File: src/rtl/pwm_timer_pkg.sv
package pwm_timer_pkg;

    // Waveform mode select encodings
    localparam logic [2:0] MODE_NORMAL = 3'h0;
    localparam logic [2:0] MODE_PC_MAX = 3'h1;
    localparam logic [2:0] MODE_CTC = 3'h2;
    localparam logic [2:0] MODE_FAST_MAX = 3'h3;
    localparam logic [2:0] MODE_PC_CMPA = 3'h5;
    localparam logic [2:0] MODE_FAST_CMPA = 3'h7;
    localparam int MODE_HIGH_BIT = 2;

    // Compare output mode encodings
    localparam logic [1:0] COM_OFF = 2'h0;
    localparam logic [1:0] COM_TOGGLE = 2'h1;
    localparam logic [1:0] COM_NONINV = 2'h2;
    localparam logic [1:0] COM_INV = 2'h3;

    // Counter extremes and reset values
    localparam logic [7:0] BOTTOM = 8'h00;
    localparam logic [7:0] MAX = 8'hFF;
    localparam logic [7:0] COUNT_RESET = 8'h00;
    localparam logic [7:0] CMP_RESET = 8'h00;
    localparam logic OUT_RESET = 1'b0;

    // Prescale select codes: stopped, /1, /8, /64, /256, /1024
    localparam logic [2:0] PRE_STOP = 3'h0;
    localparam logic [2:0] PRE_DIV1 = 3'h1;
    localparam logic [2:0] PRE_DIV8 = 3'h2;
    localparam logic [2:0] PRE_DIV64 = 3'h3;
    localparam logic [2:0] PRE_DIV256 = 3'h4;
    localparam logic [2:0] PRE_DIV1024 = 3'h5;
    localparam int PRE_WIDTH = 10;
    localparam logic [9:0] MASK_DIV1 = 10'h000;
    localparam logic [9:0] MASK_DIV8 = 10'h007;
    localparam logic [9:0] MASK_DIV64 = 10'h03F;
    localparam logic [9:0] MASK_DIV256 = 10'h0FF;
    localparam logic [9:0] MASK_DIV1024 = 10'h3FF;

    typedef struct packed {
        logic [2:0] waveform_mode_select;
        logic [2:0] prescale_select;
        logic [1:0] channel_a_output_mode;
        logic [1:0] channel_b_output_mode;
    } timer_cfg_t;

endpackage : pwm_timer_pkg

File: src/rtl/tick_prescaler.sv
`timescale 1ns/1ps
module tick_prescaler (
    input wire logic clk_in,
    input wire logic arst_n_in,
    input wire logic [2:0] select_in,
    output logic tick_out
);
    logic [pwm_timer_pkg::PRE_WIDTH-1:0] div_q;
    logic [pwm_timer_pkg::PRE_WIDTH-1:0] mask;
    logic running;
    logic tick_d;

    // Only the five legal division factors produce ticks
    assign mask = (select_in == pwm_timer_pkg::PRE_DIV1) ?
                      pwm_timer_pkg::MASK_DIV1 :
                  (select_in == pwm_timer_pkg::PRE_DIV8) ?
                      pwm_timer_pkg::MASK_DIV8 :
                  (select_in == pwm_timer_pkg::PRE_DIV64) ?
                      pwm_timer_pkg::MASK_DIV64 :
                  (select_in == pwm_timer_pkg::PRE_DIV256) ?
                      pwm_timer_pkg::MASK_DIV256 :
                      pwm_timer_pkg::MASK_DIV1024;
    assign running = (select_in >= pwm_timer_pkg::PRE_DIV1) &&
                     (select_in <= pwm_timer_pkg::PRE_DIV1024);
    assign tick_d = running && ((div_q & mask) == mask);

    always_ff @(posedge clk_in or negedge arst_n_in) begin
        if (!arst_n_in) begin
            div_q <= '0;
            tick_out <= 1'b0;
        end else begin
            div_q <= running ? div_q + 1'b1 : '0;
            tick_out <= tick_d;
        end
    end
endmodule : tick_prescaler

File: src/rtl/pwm_timer.sv
// What this block does
// - Modes 3 and 7 run fast PWM, counting BOTTOM to TOP then restarting.
// - Fast PWM TOP is 0xFF in mode 3, channel A compare in mode 7.
// - Fast non-inverting: clear output on match, set it at BOTTOM.
// - Fast inverting: set output on match, clear it at BOTTOM.
// - Compare output mode 2 is non-inverted, 3 inverted, both channels.
// - Fast counter clears on the tick after TOP; output edge on that tick.
// - Fast PWM sets the overflow flag on the tick that wraps TOP to BOTTOM.
// - Fast PWM mode 1 toggles channel A only with the mode high bit.
// - Fast: compare BOTTOM gives one-tick spikes, MAX a constant level.
// - Fast PWM double buffers compare values, toggle use included.
// - Modes 1 and 5 run phase correct PWM, counting up then down.
// - Phase correct TOP is 0xFF in mode 1, channel A compare in mode 5.
// - Phase correct: clear on up match, set on down match; inverse too.
// - Phase correct counter reverses at TOP, holding TOP one tick.
// - Phase correct PWM sets the overflow flag at BOTTOM.
// - Phase correct mode 1 toggles channel A only with mode high bit.
// - Phase correct: compare BOTTOM holds low, MAX holds high; inverted.
// - Level held at MAX is replaced by up-match result at next period.
// - A missed up-count match still yields its transition at TOP.
// - Counter is synchronous; timer tick only enables updates.
// - Tick divides the clock by 1, 8, 64, 256 or 1024.
// - Output mode zero takes no action and leaves the pin to the port.
// - Reset clears each channel's internal output state bit.
// - A count write blocks compare matches in the next tick.
`timescale 1ns/1ps
module pwm_timer #(
    parameter int CHANNELS = 2
) (
    input wire logic REF_CLK_IN,
    input wire logic ARST_N_IN,
    input wire pwm_timer_pkg::timer_cfg_t CFG_IN,
    input wire logic COUNT_WR_IN,
    input wire logic [7:0] COUNT_WDATA_IN,
    input wire logic [CHANNELS-1:0] CMP_WR_IN,
    input wire logic [7:0] CMP_WDATA_IN,
    input wire logic OVF_CLR_IN,
    input wire logic [CHANNELS-1:0] MATCH_CLR_IN,
    output logic [7:0] COUNT_OUT,
    output logic [CHANNELS-1:0] PWM_OUT,
    output logic [CHANNELS-1:0] PWM_DRIVE_OUT,
    output logic OVF_FLAG_OUT,
    output logic [CHANNELS-1:0] MATCH_FLAG_OUT
);
    logic timer_tick;
    logic [7:0] count_q;
    logic [7:0] count_d;
    logic up_q;
    logic up_d;
    logic block_q;
    logic ovf_q;
    logic [7:0] act_all [CHANNELS];
    logic [2:0] mode;
    logic is_fast;
    logic is_pc;
    logic is_ctc;
    logic is_pwm;
    logic mode_high;
    logic [7:0] top_val;
    logic at_top;
    logic at_bot;
    logic fast_wrap;
    logic pc_top;
    logic pc_bot;
    logic plain_wrap;
    logic buf_load;
    logic ovf_set;
    logic [7:0] count_inc;
    logic [7:0] count_dec;
    logic [7:0] pc_next;
    logic [7:0] run_next;

    tick_prescaler tick_prescaler_inst (
        .clk_in(REF_CLK_IN),
        .arst_n_in(ARST_N_IN),
        .select_in(CFG_IN.prescale_select),
        .tick_out(timer_tick)
    );

    // Mode decode
    assign mode = CFG_IN.waveform_mode_select;
    assign is_fast = (mode == pwm_timer_pkg::MODE_FAST_MAX) ||
                     (mode == pwm_timer_pkg::MODE_FAST_CMPA);
    assign is_pc = (mode == pwm_timer_pkg::MODE_PC_MAX) ||
                   (mode == pwm_timer_pkg::MODE_PC_CMPA);
    assign is_ctc = (mode == pwm_timer_pkg::MODE_CTC);
    assign is_pwm = is_fast || is_pc;
    assign mode_high = mode[pwm_timer_pkg::MODE_HIGH_BIT];

    // TOP comes from channel A compare in the upper PWM modes and CTC
    assign top_val = (is_ctc || (is_pwm && mode_high)) ? act_all[0] :
                     pwm_timer_pkg::MAX;
    assign at_top = (count_q == top_val);
    assign at_bot = (count_q == pwm_timer_pkg::BOTTOM);

    // Tick-qualified counter events
    assign fast_wrap = timer_tick && is_fast && at_top;
    assign pc_top = timer_tick && is_pc && up_q && at_top;
    assign pc_bot = timer_tick && is_pc && !up_q && at_bot;
    assign plain_wrap = timer_tick && !is_pwm &&
                        (count_q == pwm_timer_pkg::MAX);

    // Buffers load once per period in PWM, at once otherwise
    assign buf_load = !is_pwm || fast_wrap || pc_top;

    assign ovf_set = fast_wrap || pc_bot || plain_wrap;

    // Next count
    assign count_inc = count_q + 8'h01;
    assign count_dec = count_q - 8'h01;
    assign pc_next = up_q ?
                     (at_top ? (at_bot ? count_q : count_dec) : count_inc) :
                     (at_bot ? count_inc : count_dec);
    assign run_next = is_pc ? pc_next :
                      ((is_fast || is_ctc) && at_top) ?
                          pwm_timer_pkg::BOTTOM : count_inc;
    assign count_d = COUNT_WR_IN ? COUNT_WDATA_IN :
                     timer_tick ? run_next : count_q;
    assign up_d = !is_pc ? 1'b1 :
                  !timer_tick ? up_q :
                  (up_q && at_top) ? 1'b0 :
                  (!up_q && at_bot) ? 1'b1 : up_q;

    always_ff @(posedge REF_CLK_IN or negedge ARST_N_IN) begin
        if (!ARST_N_IN) begin
            count_q <= pwm_timer_pkg::COUNT_RESET;
            up_q <= 1'b1;
        end else begin
            count_q <= count_d;
            up_q <= up_d;
        end
    end

    // Match blocking stands until the tick after a count write
    always_ff @(posedge REF_CLK_IN or negedge ARST_N_IN) begin
        if (!ARST_N_IN) begin
            block_q <= 1'b0;
        end else if (COUNT_WR_IN) begin
            block_q <= 1'b1;
        end else if (timer_tick) begin
            block_q <= 1'b0;
        end
    end

    // Overflow flag: a set in the clear cycle wins
    always_ff @(posedge REF_CLK_IN or negedge ARST_N_IN) begin
        if (!ARST_N_IN) begin
            ovf_q <= 1'b0;
        end else if (ovf_set) begin
            ovf_q <= 1'b1;
        end else if (OVF_CLR_IN) begin
            ovf_q <= 1'b0;
        end
    end

    assign COUNT_OUT = count_q;
    assign OVF_FLAG_OUT = ovf_q;

    for (genvar g = 0; g < CHANNELS; g++) begin : gen_ch
        logic [7:0] buf_q;
        logic [7:0] act_q;
        logic oc_q;
        logic oc_d;
        logic flag_q;
        logic [1:0] com;
        logic toggle_ok;
        logic match;
        logic act_top;
        logic act_bot;
        logic up_lvl;
        logic down_lvl;
        logic pwm_pol;
        logic fast_oc;
        logic pc_oc;
        logic plain_oc;
        logic tog_oc;

        // Channel A owns the first mode field, the rest the second
        assign com = (g == 0) ? CFG_IN.channel_a_output_mode :
                                CFG_IN.channel_b_output_mode;
        assign toggle_ok = (g == 0) && mode_high;
        assign match = timer_tick && !block_q &&
                       (count_q == act_q);
        assign act_top = (act_q == top_val);
        assign act_bot = (act_q == pwm_timer_pkg::BOTTOM);
        assign pwm_pol = (com == pwm_timer_pkg::COM_NONINV) ||
                         (com == pwm_timer_pkg::COM_INV);
        assign up_lvl = (com == pwm_timer_pkg::COM_INV);
        assign down_lvl = (com == pwm_timer_pkg::COM_NONINV);
        assign tog_oc = match ? !oc_q : oc_q;

        // Fast PWM: match ignored when compare sits at TOP
        assign fast_oc = (match && !act_top) ?
                             (com == pwm_timer_pkg::COM_INV) :
                         fast_wrap ?
                             (com == pwm_timer_pkg::COM_NONINV) :
                             oc_q;

        // Phase correct: turn points restore symmetry
        assign pc_oc = pc_top ?
                           (act_top ? down_lvl : up_lvl) :
                       pc_bot ?
                           (act_bot ? up_lvl : down_lvl) :
                       (match && !act_top) ?
                           (up_q ? up_lvl : down_lvl) :
                           oc_q;

        // Normal and CTC: toggle, clear or set on match
        assign plain_oc = !match ? oc_q :
                          (com == pwm_timer_pkg::COM_TOGGLE) ? !oc_q :
                          (com == pwm_timer_pkg::COM_INV);

        assign oc_d = (com == pwm_timer_pkg::COM_OFF) ? oc_q :
                      !is_pwm ? plain_oc :
                      (com == pwm_timer_pkg::COM_TOGGLE) ?
                          (toggle_ok ? tog_oc : oc_q) :
                      !pwm_pol ? oc_q :
                      is_fast ? fast_oc : pc_oc;

        always_ff @(posedge REF_CLK_IN or negedge ARST_N_IN) begin
            if (!ARST_N_IN) begin
                buf_q <= pwm_timer_pkg::CMP_RESET;
                act_q <= pwm_timer_pkg::CMP_RESET;
                oc_q <= pwm_timer_pkg::OUT_RESET;
            end else begin
                if (CMP_WR_IN[g]) begin
                    buf_q <= CMP_WDATA_IN;
                end
                if (buf_load) begin
                    act_q <= buf_q;
                end
                oc_q <= oc_d;
            end
        end

        // Match flag: a set in the clear cycle wins
        always_ff @(posedge REF_CLK_IN or negedge ARST_N_IN) begin
            if (!ARST_N_IN) begin
                flag_q <= 1'b0;
            end else if (match) begin
                flag_q <= 1'b1;
            end else if (MATCH_CLR_IN[g]) begin
                flag_q <= 1'b0;
            end
        end

        assign act_all[g] = act_q;
        assign PWM_OUT[g] = oc_q;
        assign MATCH_FLAG_OUT[g] = flag_q;
        // Pin override: off for mode zero and unsupported toggle
        assign PWM_DRIVE_OUT[g] = (com != pwm_timer_pkg::COM_OFF) &&
            !(is_pwm && (com == pwm_timer_pkg::COM_TOGGLE) &&
              !toggle_ok);
    end
endmodule : pwm_timer

File: config.mk
export PLATFORM = sky130hd
export DESIGN_NAME = pwm_timer
export DESIGN_NICKNAME = d
export VERILOG_FILES = /design/src/rtl/pwm_timer_pkg.sv /design/src/rtl/tick_prescaler.sv /design/src/rtl/pwm_timer.sv
export SDC_FILE = /design/constraint.sdc
export NUM_CORES = 1
export LEC_CHECK = 0
export BUFFER_PORTS_ARGS = -buffer_cell sky130_fd_sc_hd__clkbuf_2
export CAP_MARGIN = 20
export CORE_MARGIN = 2
export CORE_UTILIZATION = 55
export DETAILED_ROUTE_END_ITERATION = 10
export PLACE_DENSITY = 0.76
export SLEW_MARGIN = 15
export SYNTH_ARGS = -nofsm -noshare
export SYNTH_HDL_FRONTEND = slang
export SYNTH_SLANG_ARGS = --single-unit
File: constraint.sdc
create_clock -name REF_CLK_IN -period 3.6 [get_ports REF_CLK_IN]
set_input_delay 0.36 -clock REF_CLK_IN [delete_from_list [all_inputs] [get_ports REF_CLK_IN]]
set_output_delay 0.36 -clock REF_CLK_IN [all_outputs]
set_load 0.1 [all_outputs]
==> out/results.txt, run 1 <==
Initial core utilization: 56.1%. For the pin with the worst max-slew slack, the measured transition is 0.732 ns. Summed over all layers, the global routing overflow is 0. The leakage component of the power was 0.00183 µW; the residual antenna-violating net count after detailed routing was 0.

The finished layout holds 535 standard cells, fillers aside. Nature of the critical path startpoint: a register. The synthesized netlist occupies a cell area of 0.00377 mm². The largest vdd supply drop is 0.310 mV. The share of final-layout standard cells stronger than drive strength 1 was 25.9%. The number of vias after detailed routing is 3,381, and the endpoint required time on the critical path is 3.81 ns. The net count of the mapped netlist came out at 439. The number of endpoints failing setup at the final stage was 0; the detail-routed net length per standard cell was 17.2 µm. The tools report the last weighted congestion value of the routability-driven placer as 0.938. The tools report the number of buffers created by CTS as 9. The run finished with clean final reports. Summing all multi-input logic gate instances after layout gives 0.00211 mm². The first routing iteration left 288 violations.

Adding up every negative setup slack in the final design gives 0 ns. The netlist uses 67 different library cells. The tree is rooted in a clkbuf_8.

Once detailed placement completed, the half-perimeter wirelength came to 6690 µm. Synthesis inferred 58 register bits. The die covers 0.00753 mm². Worst flop-to-flop path startpoint: COUNT_OUT[0]$_DFFE_PN0P_. After floorplanning, the core was divided into 30 placement rows. In this run the horizontal extent of the chip is 86.8 µm.

The logs give 2 for the maximum count of clock buffers along a single path and 0 for the final count of hold timing violations. The slowest stage of the critical path belongs to the cell dfrtp_1. The total routing resource utilization after global routing is 25.2%. Synthesis handed over a netlist of 401 instances. The tools report the number of antenna violations at the first check in global routing as 0. Fill cells in the final layout number 598. The logs give 0.420 ns for the worst-case setup slack after placement and 58 for the number of sinks handled by clock tree synthesis.

Number of global-route vias before repair: 3,022. The count of pins on the block boundary came out at 49. For the minimum setup slack among reg-to-reg paths, the log shows 0.70 ns.

Yosys printed 0 warnings. The tools report the post-CTS resize count as 0. The tools report the H-tree depth as 3. The run gives 0.0104 ns as the maximum clock skew at final layout.

In the routed layout, each cell is associated on average with a via count of 6.32. The tightest min-delay check is of the in -> async type. The top fanout value on the critical path came out at 16. Traced cell by cell, the critical path runs through nor2b_1 -> a2111oi_0 -> a311oi_2 -> nor4_4 -> buf_4 -> nand2_1 -> nor2_1 -> nor2_1 -> buf_4 -> mux2_1. In this run the mean area of a mapped cell was 9.40 µm². After detailed routing, the total wire length is 9220 µm. Data on the critical path arrives at its endpoint at 3.10 ns. The first-pass GRT wire length was 14,700 µm; the fraction of the yosys area taken by sequential cells was 38.5%. After the last flow step, the layout net total stands at 489. Max-cap violations in this run came to 0. The count of input and output buffers came out at 48.

Setup repair after global routing left no endpoint under its margin. The die is 86.8 µm tall. Type of the worst setup path: reg -> reg. TritonCTS built the clock tree. STA classifies the critical path endpoint as a register.

The longest individual stage delay on the worst path works out to 0.56 ns. Endpoint of the lowest-slack register-to-register path: gen_ch[0].act_q[2]$_DFFE_PN0P_. For this run, the leading register cell type out of synthesis is dfrtp_1. The power density relative to cell area was 469 mW/mm²; the area of the core was 0.00672 mm². The synthesis-to-layout area growth works out to 13.6%. Derived from the worst setup path, the maximum achievable clock frequency is 345 MHz. The count of pins over their slew limit was 0; the clock-pin slew on the worst setup and hold paths was 0.07 ns. The share of flip-flops with an asynchronous set or reset after synthesis was 100%. Counting flops with a built-in enable in the synthesized netlist gives 0. The run gives 0 as the count of hold buffers inserted by post-cts repair. The pin count of the biggest net entering global routing was 37; the clock period minus worst slack was 2.90 ns. The number of detailed-routing iterations run before antenna repair came out at 5.

The final worst slack is 0.702 ns. The final critical-path share of the clock period works out to 80.5%. After detailed placement, the design holds a cell count of 520. The number of setup buffers added after CTS is 0.

The number of cells on the worst reg-to-reg path is 10. The tools report the later-pin clock latency in the skew report as 0.33 ns. The repair_antennas step left the layout with diodes totalling 0.

The sequential standard cell area is 0.00145 mm², and the post-route DRC violation count is 0. In this run the tightest slew margin relative to its limit is 51.2%.
## logic make-up (layout without fill, tap and decap cells)
kind of cell | Yosys count | in the layout | synth area share [%]
adders and majority gates | 4 | 4 | 1.33
DFF | 58 | 58 | 38.5
buffers and inverters | 44 | 98 | 5.61
AOI/OAI and AO/OA | 95 | 95 | 18.7
and+or+nand+nor | 138 | 138 | 19.0
muxes | 38 | 38 | 11.3
xor gates and xnor gates | 24 | 24 | 5.58
## final cells by class
type | count | area share [%]
multi-input combinational | 299 | 49.2
sequential | 58 | 33.9
timing repair buffer | 66 | 8.76
clock buffer | 12 | 3.39
tap | 80 | 2.34
inverter | 17 | 1.49
clock inverter | 3 | 0.935
## worst max-delay path, delay by kind of cell, from the launching register on
kind,cells,cell delay [ns]
muxes,1,0.33
DFF,1,0.56
AOI/OAI and AO/OA,2,0.74
and+or+nand+nor,5,0.75
buffers and inverters,2,0.38
## worst max-delay path by stage
stage                                           endpoint  slack (ns)  depth (start not counted)                      startpoint
after floorplan           gen_ch[0].act_q[1]$_DFFE_PN0P_        0.21                          9        COUNT_OUT[0]$_DFFE_PN0P_
after global placement          COUNT_OUT[5]$_DFFE_PN0P_        0.53                          9                       CFG_IN[8]
after detailed placement  gen_ch[0].act_q[7]$_DFFE_PN0P_        0.42                         11                       CFG_IN[8]
after CTS                 gen_ch[0].act_q[2]$_DFFE_PN0P_        0.71                         10        COUNT_OUT[0]$_DFFE_PN0P_
after global routing      gen_ch[0].act_q[2]$_DFFE_PN0P_        0.57                         11  gen_ch[0].act_q[7]$_DFFE_PN0P_
final                     gen_ch[0].act_q[2]$_DFFE_PN0P_        0.70                         10        COUNT_OUT[0]$_DFFE_PN0P_
## cells in the final DEF (no fill, tap or decap), types with 3 or more instances in the layout
| master | instances |
|---|---|
| o22ai_1 | 6 |
| and3_1 | 5 |
| ha_1 | 4 |
| xor2_1 | 10 |
| clkbuf_8 | 10 |
| a211oi_1 | 3 |
| o21ai_0 | 14 |
| nand2_1 | 24 |
| buf_4 | 18 |
| and2_1 | 5 |
| nor4b_1 | 3 |
| inv_1 | 17 |
| nor2b_1 | 8 |
| nand4_1 | 12 |
| mux2_2 | 31 |
| nor4_1 | 7 |
| a31oi_1 | 6 |
| nand2b_1 | 3 |
| nor2_1 | 34 |
| a21o_1 | 6 |
| xnor2_1 | 14 |
| o22a_1 | 3 |
| clkbuf_2 | 48 |
| mux2_1 | 5 |
| a21oi_1 | 17 |
| nand3_1 | 16 |
| o311ai_0 | 5 |
| dfrtp_1 | 57 |
| o211ai_1 | 3 |
| nor3_1 | 11 |
## layer usage
metal | share of wire, % | track usage (%)
met5 | 0 | 0
met3 | 7.1 | 3.81
met1 | 43 | 33.1
met2 | 47 | 40.7
met4 | 2.6 | 12.1
## cell usage after synthesis (4+ instances only)
master	count	area share, %
a21o_1	6	1.2
a21oi_1	17	2.3
a31oi_1	6	1.0
and2_1	5	0.83
and3_1	5	0.83
buf_2	4	0.53
buf_4	5	1.0
clkbuf_1	14	1.4
dfrtp_1	57	38
ha_1	4	1.3
inv_1	17	1.7
mux2_1	5	1.5
mux2_2	31	9.3
nand2_1	24	2.4
nand3_1	16	2.1
nand4_1	12	2.0
nor2_1	34	3.4
nor2b_1	8	1.3
nor3_1	11	1.5
nor4_1	7	1.2
o21ai_0	14	1.9
o22ai_1	6	1.0
o311ai_0	5	1.2
xnor2_1	14	3.3
xor2_1	10	2.3
## metrics by stage
| stage | hold WS, ns | utilization [%] | power, µW | instance area (µm²) |
|---|---|---|---|---|
| 6_report | 0.0247 | 63.7 | 2010 | 4280 |
| 4_1_cts | 0.0293 | 63.7 | 2020 | 4280 |
| 3_3_place_gp | 0.396 | 61.0 | 1410 | 4100 |
| 2_1_floorplan | 0.0644 | - | 1260 | 3770 |
| 5_1_grt | 0.0646 | 63.7 | 2100 | 4280 |
| 3_5_place_dp | 0.401 | 61.0 | 1430 | 4100 |
## sequential cells by signal (all words and copies together), names as in the netlist, 2 cells and up
register                   flops
tick_prescaler_inst.div_q     10
gen_ch.act_q                  16
gen_ch.oc_q                    2
gen_ch.flag_q                  2
gen_ch.buf_q                  16
COUNT_OUT                      8
## power breakdown
part | switching (µW) | total [µW] | internal, µW
clock | 252 | 585 | 333
sequential | 107 | 830 | 724
combinational | 376 | 592 | 215
total | 735 | 2010 | 1270
Power figures use the tool's default switching activity.
==> run 2: changes to the inputs <==
--- a/config.mk
+++ b/config.mk
@@ -5,12 +5,13 @@
 export SDC_FILE = /design/constraint.sdc
 export NUM_CORES = 1
 export LEC_CHECK = 0
+export ABC_AREA = 1
 export BUFFER_PORTS_ARGS = -buffer_cell sky130_fd_sc_hd__clkbuf_2
 export CAP_MARGIN = 20
 export CORE_MARGIN = 2
-export CORE_UTILIZATION = 55
+export CORE_UTILIZATION = 54
 export DETAILED_ROUTE_END_ITERATION = 10
-export PLACE_DENSITY = 0.76
+export PLACE_DENSITY = 0.78
 export SLEW_MARGIN = 15
 export SYNTH_ARGS = -nofsm -noshare
 export SYNTH_HDL_FRONTEND = slang
==> constraint.sdc (replaced) <==
create_clock -name REF_CLK_IN -period 2.5 [get_ports REF_CLK_IN]
set_input_delay 0.25 -clock REF_CLK_IN [delete_from_list [all_inputs] [get_ports REF_CLK_IN]]
set_output_delay 0.25 -clock REF_CLK_IN [all_outputs]
set_load 0.1 [all_outputs]
==> run 2 against run 1 <==
Net effect: synthesized cell count increased by 51%; global-route usage increased by 1.4 points; largest power group unchanged; cell area rose by 11%.
==> out/results.txt, run 2 <==
For the sequential standard cell area, the log shows 0.00145 mm² (about the same). The height of the die was 92.2 µm (was 86.8 µm). The top fanout value on the critical path was 7 (was 16); the achievable frequency was 467 MHz (was 345 MHz). Endpoint of the lowest-slack register-to-register path: gen_ch[1].oc_q$_DFFE_PN0P_ (was gen_ch[0].act_q[2]$_DFFE_PN0P_). Launch instance of the worst min-delay path: MATCH_CLR_IN[0]. TritonCTS built the clock tree. DRC marker count from the first detailed-route iteration: 358 (was 288). The detail-routed net length per standard cell is 13.8 µm (was 17.2 µm), and the total of flip-flops plus latches after synthesis is 58 (unchanged).

The pin count of the biggest net entering global routing was 59 (was 37); the net count of the mapped netlist was 644 (was 439). The logs give 0 (unchanged) for the count of pins over their slew limit and 1 (was 0) for the count of hold buffers inserted by post-cts repair. The depth of the most critical reg-to-reg path was 15 (was 10); the synthesis-to-layout area growth was 13.8% (was 13.6%). The warning count from the yosys run is 0 (unchanged). The worst min-delay path class is in -> reg (was in -> async).

Commonest cells after routing, fill and taps aside: 160 x nand2_1, 84 x inv_1, 68 x nor2_1 (was 57 x dfrtp_1, 48 x clkbuf_2, 34 x nor2_1). The number of endpoints failing setup at the final stage is 0 (unchanged). The tools report the count of fill cells added during filler insertion as 699 (was 598). The final count of hold timing violations is 0 (unchanged), and the internal power is 1810 µW (was 1270 µW). The minimum setup slack among reg-to-reg paths is 0.36 ns (was 0.70 ns).

Switching share of total power: 41.3% (was 36.6%). The total routing resource utilization after global routing was 26.6% (was 25.2%). The last weighted congestion value of the routability-driven placer was 0.965 (was 0.938); the H-tree depth was 3 (unchanged). The total chip power came out at 3080 µW (was 2010 µW). The fraction of the yosys area taken by sequential cells was 34.6% (was 38.5%); the number of sinks handled by clock tree synthesis was 58 (unchanged).

The logs give 4990 µm (was 4360 µm) for the met2 wire length and 32 (was 30) for the number of rows created at floorplan. The longest individual stage delay on the worst path is 0.48 ns (was 0.56 ns), and the accumulated negative setup slack is 0 ns (unchanged). The final critical-path share of the clock period is 85.6% (was 80.5%), and the routed length on met3 is 667 µm (was 651 µm).

Setup repair after global routing left no endpoint under its margin. Cell chosen for the clock root: clkbuf_8 (unchanged). For the leakage component of the power, the log shows 0.00244 µW (was 0.00183 µW). Cell area after technology mapping: 0.00420 mm² (was 0.00377 mm²). The sequential power share is 36.3% (was 41.4%). Critical path cell sequence: clkinv_1 -> ha_1 -> nor3b_1 -> nand2_1 -> nor2_1 -> nand2_1 -> o211ai_1 -> inv_1 -> nor2_1 -> nand2_1 -> nand2_1 -> nor2_1 -> nand2_1 -> nand2_1 -> nand2_1 (was nor2b_1 -> a2111oi_0 -> a311oi_2 -> nor4_4 -> buf_4 -> nand2_1 -> nor2_1 -> nor2_1 -> buf_4 -> mux2_1). The post-DP HPWL was 8240 µm (was 6690 µm); the mean number of vias per cell was 5.28 (was 6.32).

The first-pass GRT wire length came out at 17,900 µm (was 14,700 µm). The tightest slew margin relative to the limit was 63.1% (was 51.2%); the clock network fraction of design power was 28.2% (was 29.1%). The run gives 0 (unchanged) as the number of buffers inserted by post-CTS setup repair.

The share of flip-flops with an asynchronous set or reset after synthesis was 100% (unchanged). The run gives 4,054 (was 3,381) as the number of vias after detailed routing. The commonest non-fill, non-tap cell in the layout is nand2_1 (was dfrtp_1).

The flow ran to the end, and the final reports show no timing, DRC or antenna violations. Maximum clock skew at final layout: 0.0131 ns (was 0.0104 ns). The worst hold path depth is 2.

The cell type with the highest aggregate area in the netlist was dfrtp_1 (unchanged). The average instance area after synthesis is 6.92 µm² (was 9.40 µm²). The initial core utilization was 55.2% (was 56.1%). Largest delay contributor family on the critical path: simple AND/OR/NAND/NOR gates (unchanged). The logs give 0.34 ns (was 0.33 ns) for the later-pin clock latency in the skew report and 606 (was 401) for the gate count of the mapped netlist. Portion of total power attributed to combinational logic: 35.5% (was 29.5%).

The cell repeated most along the worst path is nand2_1. The run gives 1270 µW (was 735 µW) as the switching power. For the endpoint required time on the critical path, the log shows 2.78 ns (was 3.81 ns). The clock-pin slew on the worst setup and hold paths came out at 0.07 ns (about the same).

The tools report the category of the worst setup path capture point as a register (unchanged). The run gives 0 (unchanged) as the max-capacitance violation count. The wire length the detailed router placed on met1 was 4680 µm (was 3960 µm); the number of buffer and inverter stages on the critical path was 2 (unchanged).

The tools report the total die area as 0.00849 mm² (was 0.00753 mm²). The clock period minus worst slack is 2.14 ns (was 2.90 ns), and the number of antenna violations at the first check in global routing is 0 (unchanged). The count of pins on the block boundary is 49 (unchanged), and the number of buffers created by CTS is 9 (unchanged). The tools report the number of diodes added for antenna fixing as 0 (unchanged). The share of Yosys cell area claimed by the top area cell type is 34.0% (was 37.8%), and the power density relative to cell area is 645 mW/mm² (was 469 mW/mm²). The run gives 0 (unchanged) as the post-CTS resize count. The run gives 0 (unchanged) as the post-route DRC violation count. The number of distinct library cell variants in the gate-level netlist after synthesis was 40 (was 67). Topmost layer with routed signal wires: met4 (unchanged). The type of the worst setup path was reg -> reg (unchanged). The routed wire length was 10,600 µm (was 9220 µm).

Worst flop-to-flop path startpoint: COUNT_OUT[0]$_DFFE_PN0P_ (unchanged). Number of global-route vias before repair: 3,775 (was 3,022). The flip-flop cell with the highest count after synthesis was dfrtp_1 (unchanged).

The worst-path cell with the longest stage delay is dfrtp_2 (was dfrtp_1). Registers with the highest flip-flop counts: gen_ch.act_q (16), gen_ch.buf_q (16), tick_prescaler_inst.div_q (10) (unchanged). Main area contributors after synthesis: dfrtp_1 34%, nand2_1 14%, inv_1 7.5%, nor2_1 6.1%, nand3_1 4.5% (was dfrtp_1 38%, mux2_2 9.3%, nor2_1 3.4%, xnor2_1 3.3%, nand2_1 2.4%). The largest vdd supply drop was 0.515 mV (was 0.310 mV); the area of combinational cells with multiple inputs was 0.00228 mm² (was 0.00211 mm²). The maximum count of clock buffers along a single path was 2 (unchanged); the residual antenna-violating net count after detailed routing was 0 (unchanged). The worst hold path terminates at gen_ch[0].flag_q$_DFFE_PN0P_. The run gives 0 (unchanged) as the remaining global-route overflow.

The most instantiated library cell after synthesis was nand2_1 (was dfrtp_1). The total number of nets in the final design was 699 (was 489). The number of detailed-routing iterations run before antenna repair was 5 (unchanged).

The tools report the arrival time of data at the critical path endpoint as 2.41 ns (was 3.10 ns). The area of the core came out at 0.00761 mm² (was 0.00672 mm²). The number of flops mapped to enable cells by yosys works out to 0 (unchanged). The share of final-layout standard cells stronger than drive strength 1 was 20.7% (was 25.9%); the slew at the pin closest to its max-slew limit was 0.549 ns (was 0.732 ns). The count of input and output buffers works out to 48 (unchanged).

Commonest cells in the synthesized netlist: 160 x nand2_1, 84 x inv_1, 68 x nor2_1 (was 57 x dfrtp_1, 34 x nor2_1, 31 x mux2_2). The overall die width is 92.2 µm (was 86.8 µm). The tools report the nature of the critical path startpoint as a register (unchanged).
[run 2: cell count changes after synthesis, sizes merged, moves of 11 or more]
cell,previous run,this run
o21ai,16,50
nand2,24,181
xnor2,14,2
clkbuf,14,3
mux2,36,0
nand3,16,43
inv,17,87
nor2,34,76
[run 2: metrics by stage]
| step | hold slack [ns] | cell area, µm² | std cells | worst slack, ns | util [%] |
|---|---|---|---|---|---|
| finish | 0.112 | 4770 | 768 | 0.361 | 62.8 |
| global route | 0.121 | 4770 | 768 | 0.0858 | 62.8 |
| detailed placement | 0.280 | 4570 | 751 | 0.233 | 60.1 |
| CTS | 0.102 | 4770 | 768 | 0.359 | 62.8 |
| global placement | 0.277 | 4570 | 751 | 0.299 | 60.1 |
| floorplan | -0.0456 | 4200 | 606 | 0.0141 | - |
[run 2: logic make-up (layout without fill, tap and decap cells)]
group / Yosys count / count (layout) / synth area share [%]
and+or+nand+nor: 338 / 338 / 37.4
buffers and inverters: 108 / 168 / 11.1
AOI/OAI and AO/OA: 78 / 78 / 11.6
DFF: 58 / 58 / 34.6
xor gates and xnor gates: 20 / 20 / 4.17
adders and majority gates: 4 / 4 / 1.19
[run 2: area by class of cell]
class | count | area share (%)
well taps | 102 | 2.67
clock buffers | 10 | 2.67
clock inverters | 6 | 1.42
flip-flops and latches | 58 | 30.5
repair buffers | 64 | 8.12
inverters | 88 | 6.92
multi-input cells | 440 | 47.7
[run 2: metal layers]
metal | track usage [%] | up-vias
met5 | 0 | -
met4 | 10.4 | 0
met3 | 5.34 | 26
met2 | 43.4 | 139
met1 | 34.8 | 1858
li1 | - | 2031
[run 2: power groups by stage]
stage	clock (µW)	sequential (µW)	combinational (µW)
floorplan	0	1260	678
global placement	0	1130	1070
detailed placement	0	1130	1080
CTS	885	1110	1080
global route	924	1130	1200
finish	869	1120	1090
[run 2: worst max path at each step]
stage,end,cells past startpoint,startpoint
2_1_floorplan,gen_ch[1].oc_q$_DFFE_PN0P_,16,COUNT_OUT[1]$_DFFE_PN0P_
3_3_place_gp,COUNT_OUT[3]$_DFFE_PN0P_,13,CFG_IN[7]
3_5_place_dp,COUNT_OUT[0]$_DFFE_PN0P_,13,CFG_IN[7]
4_1_cts,gen_ch[1].oc_q$_DFFE_PN0P_,15,COUNT_OUT[1]$_DFFE_PN0P_
5_1_grt,gen_ch[1].oc_q$_DFFE_PN0P_,15,COUNT_OUT[1]$_DFFE_PN0P_
6_report,gen_ch[1].oc_q$_DFFE_PN0P_,15,COUNT_OUT[0]$_DFFE_PN0P_
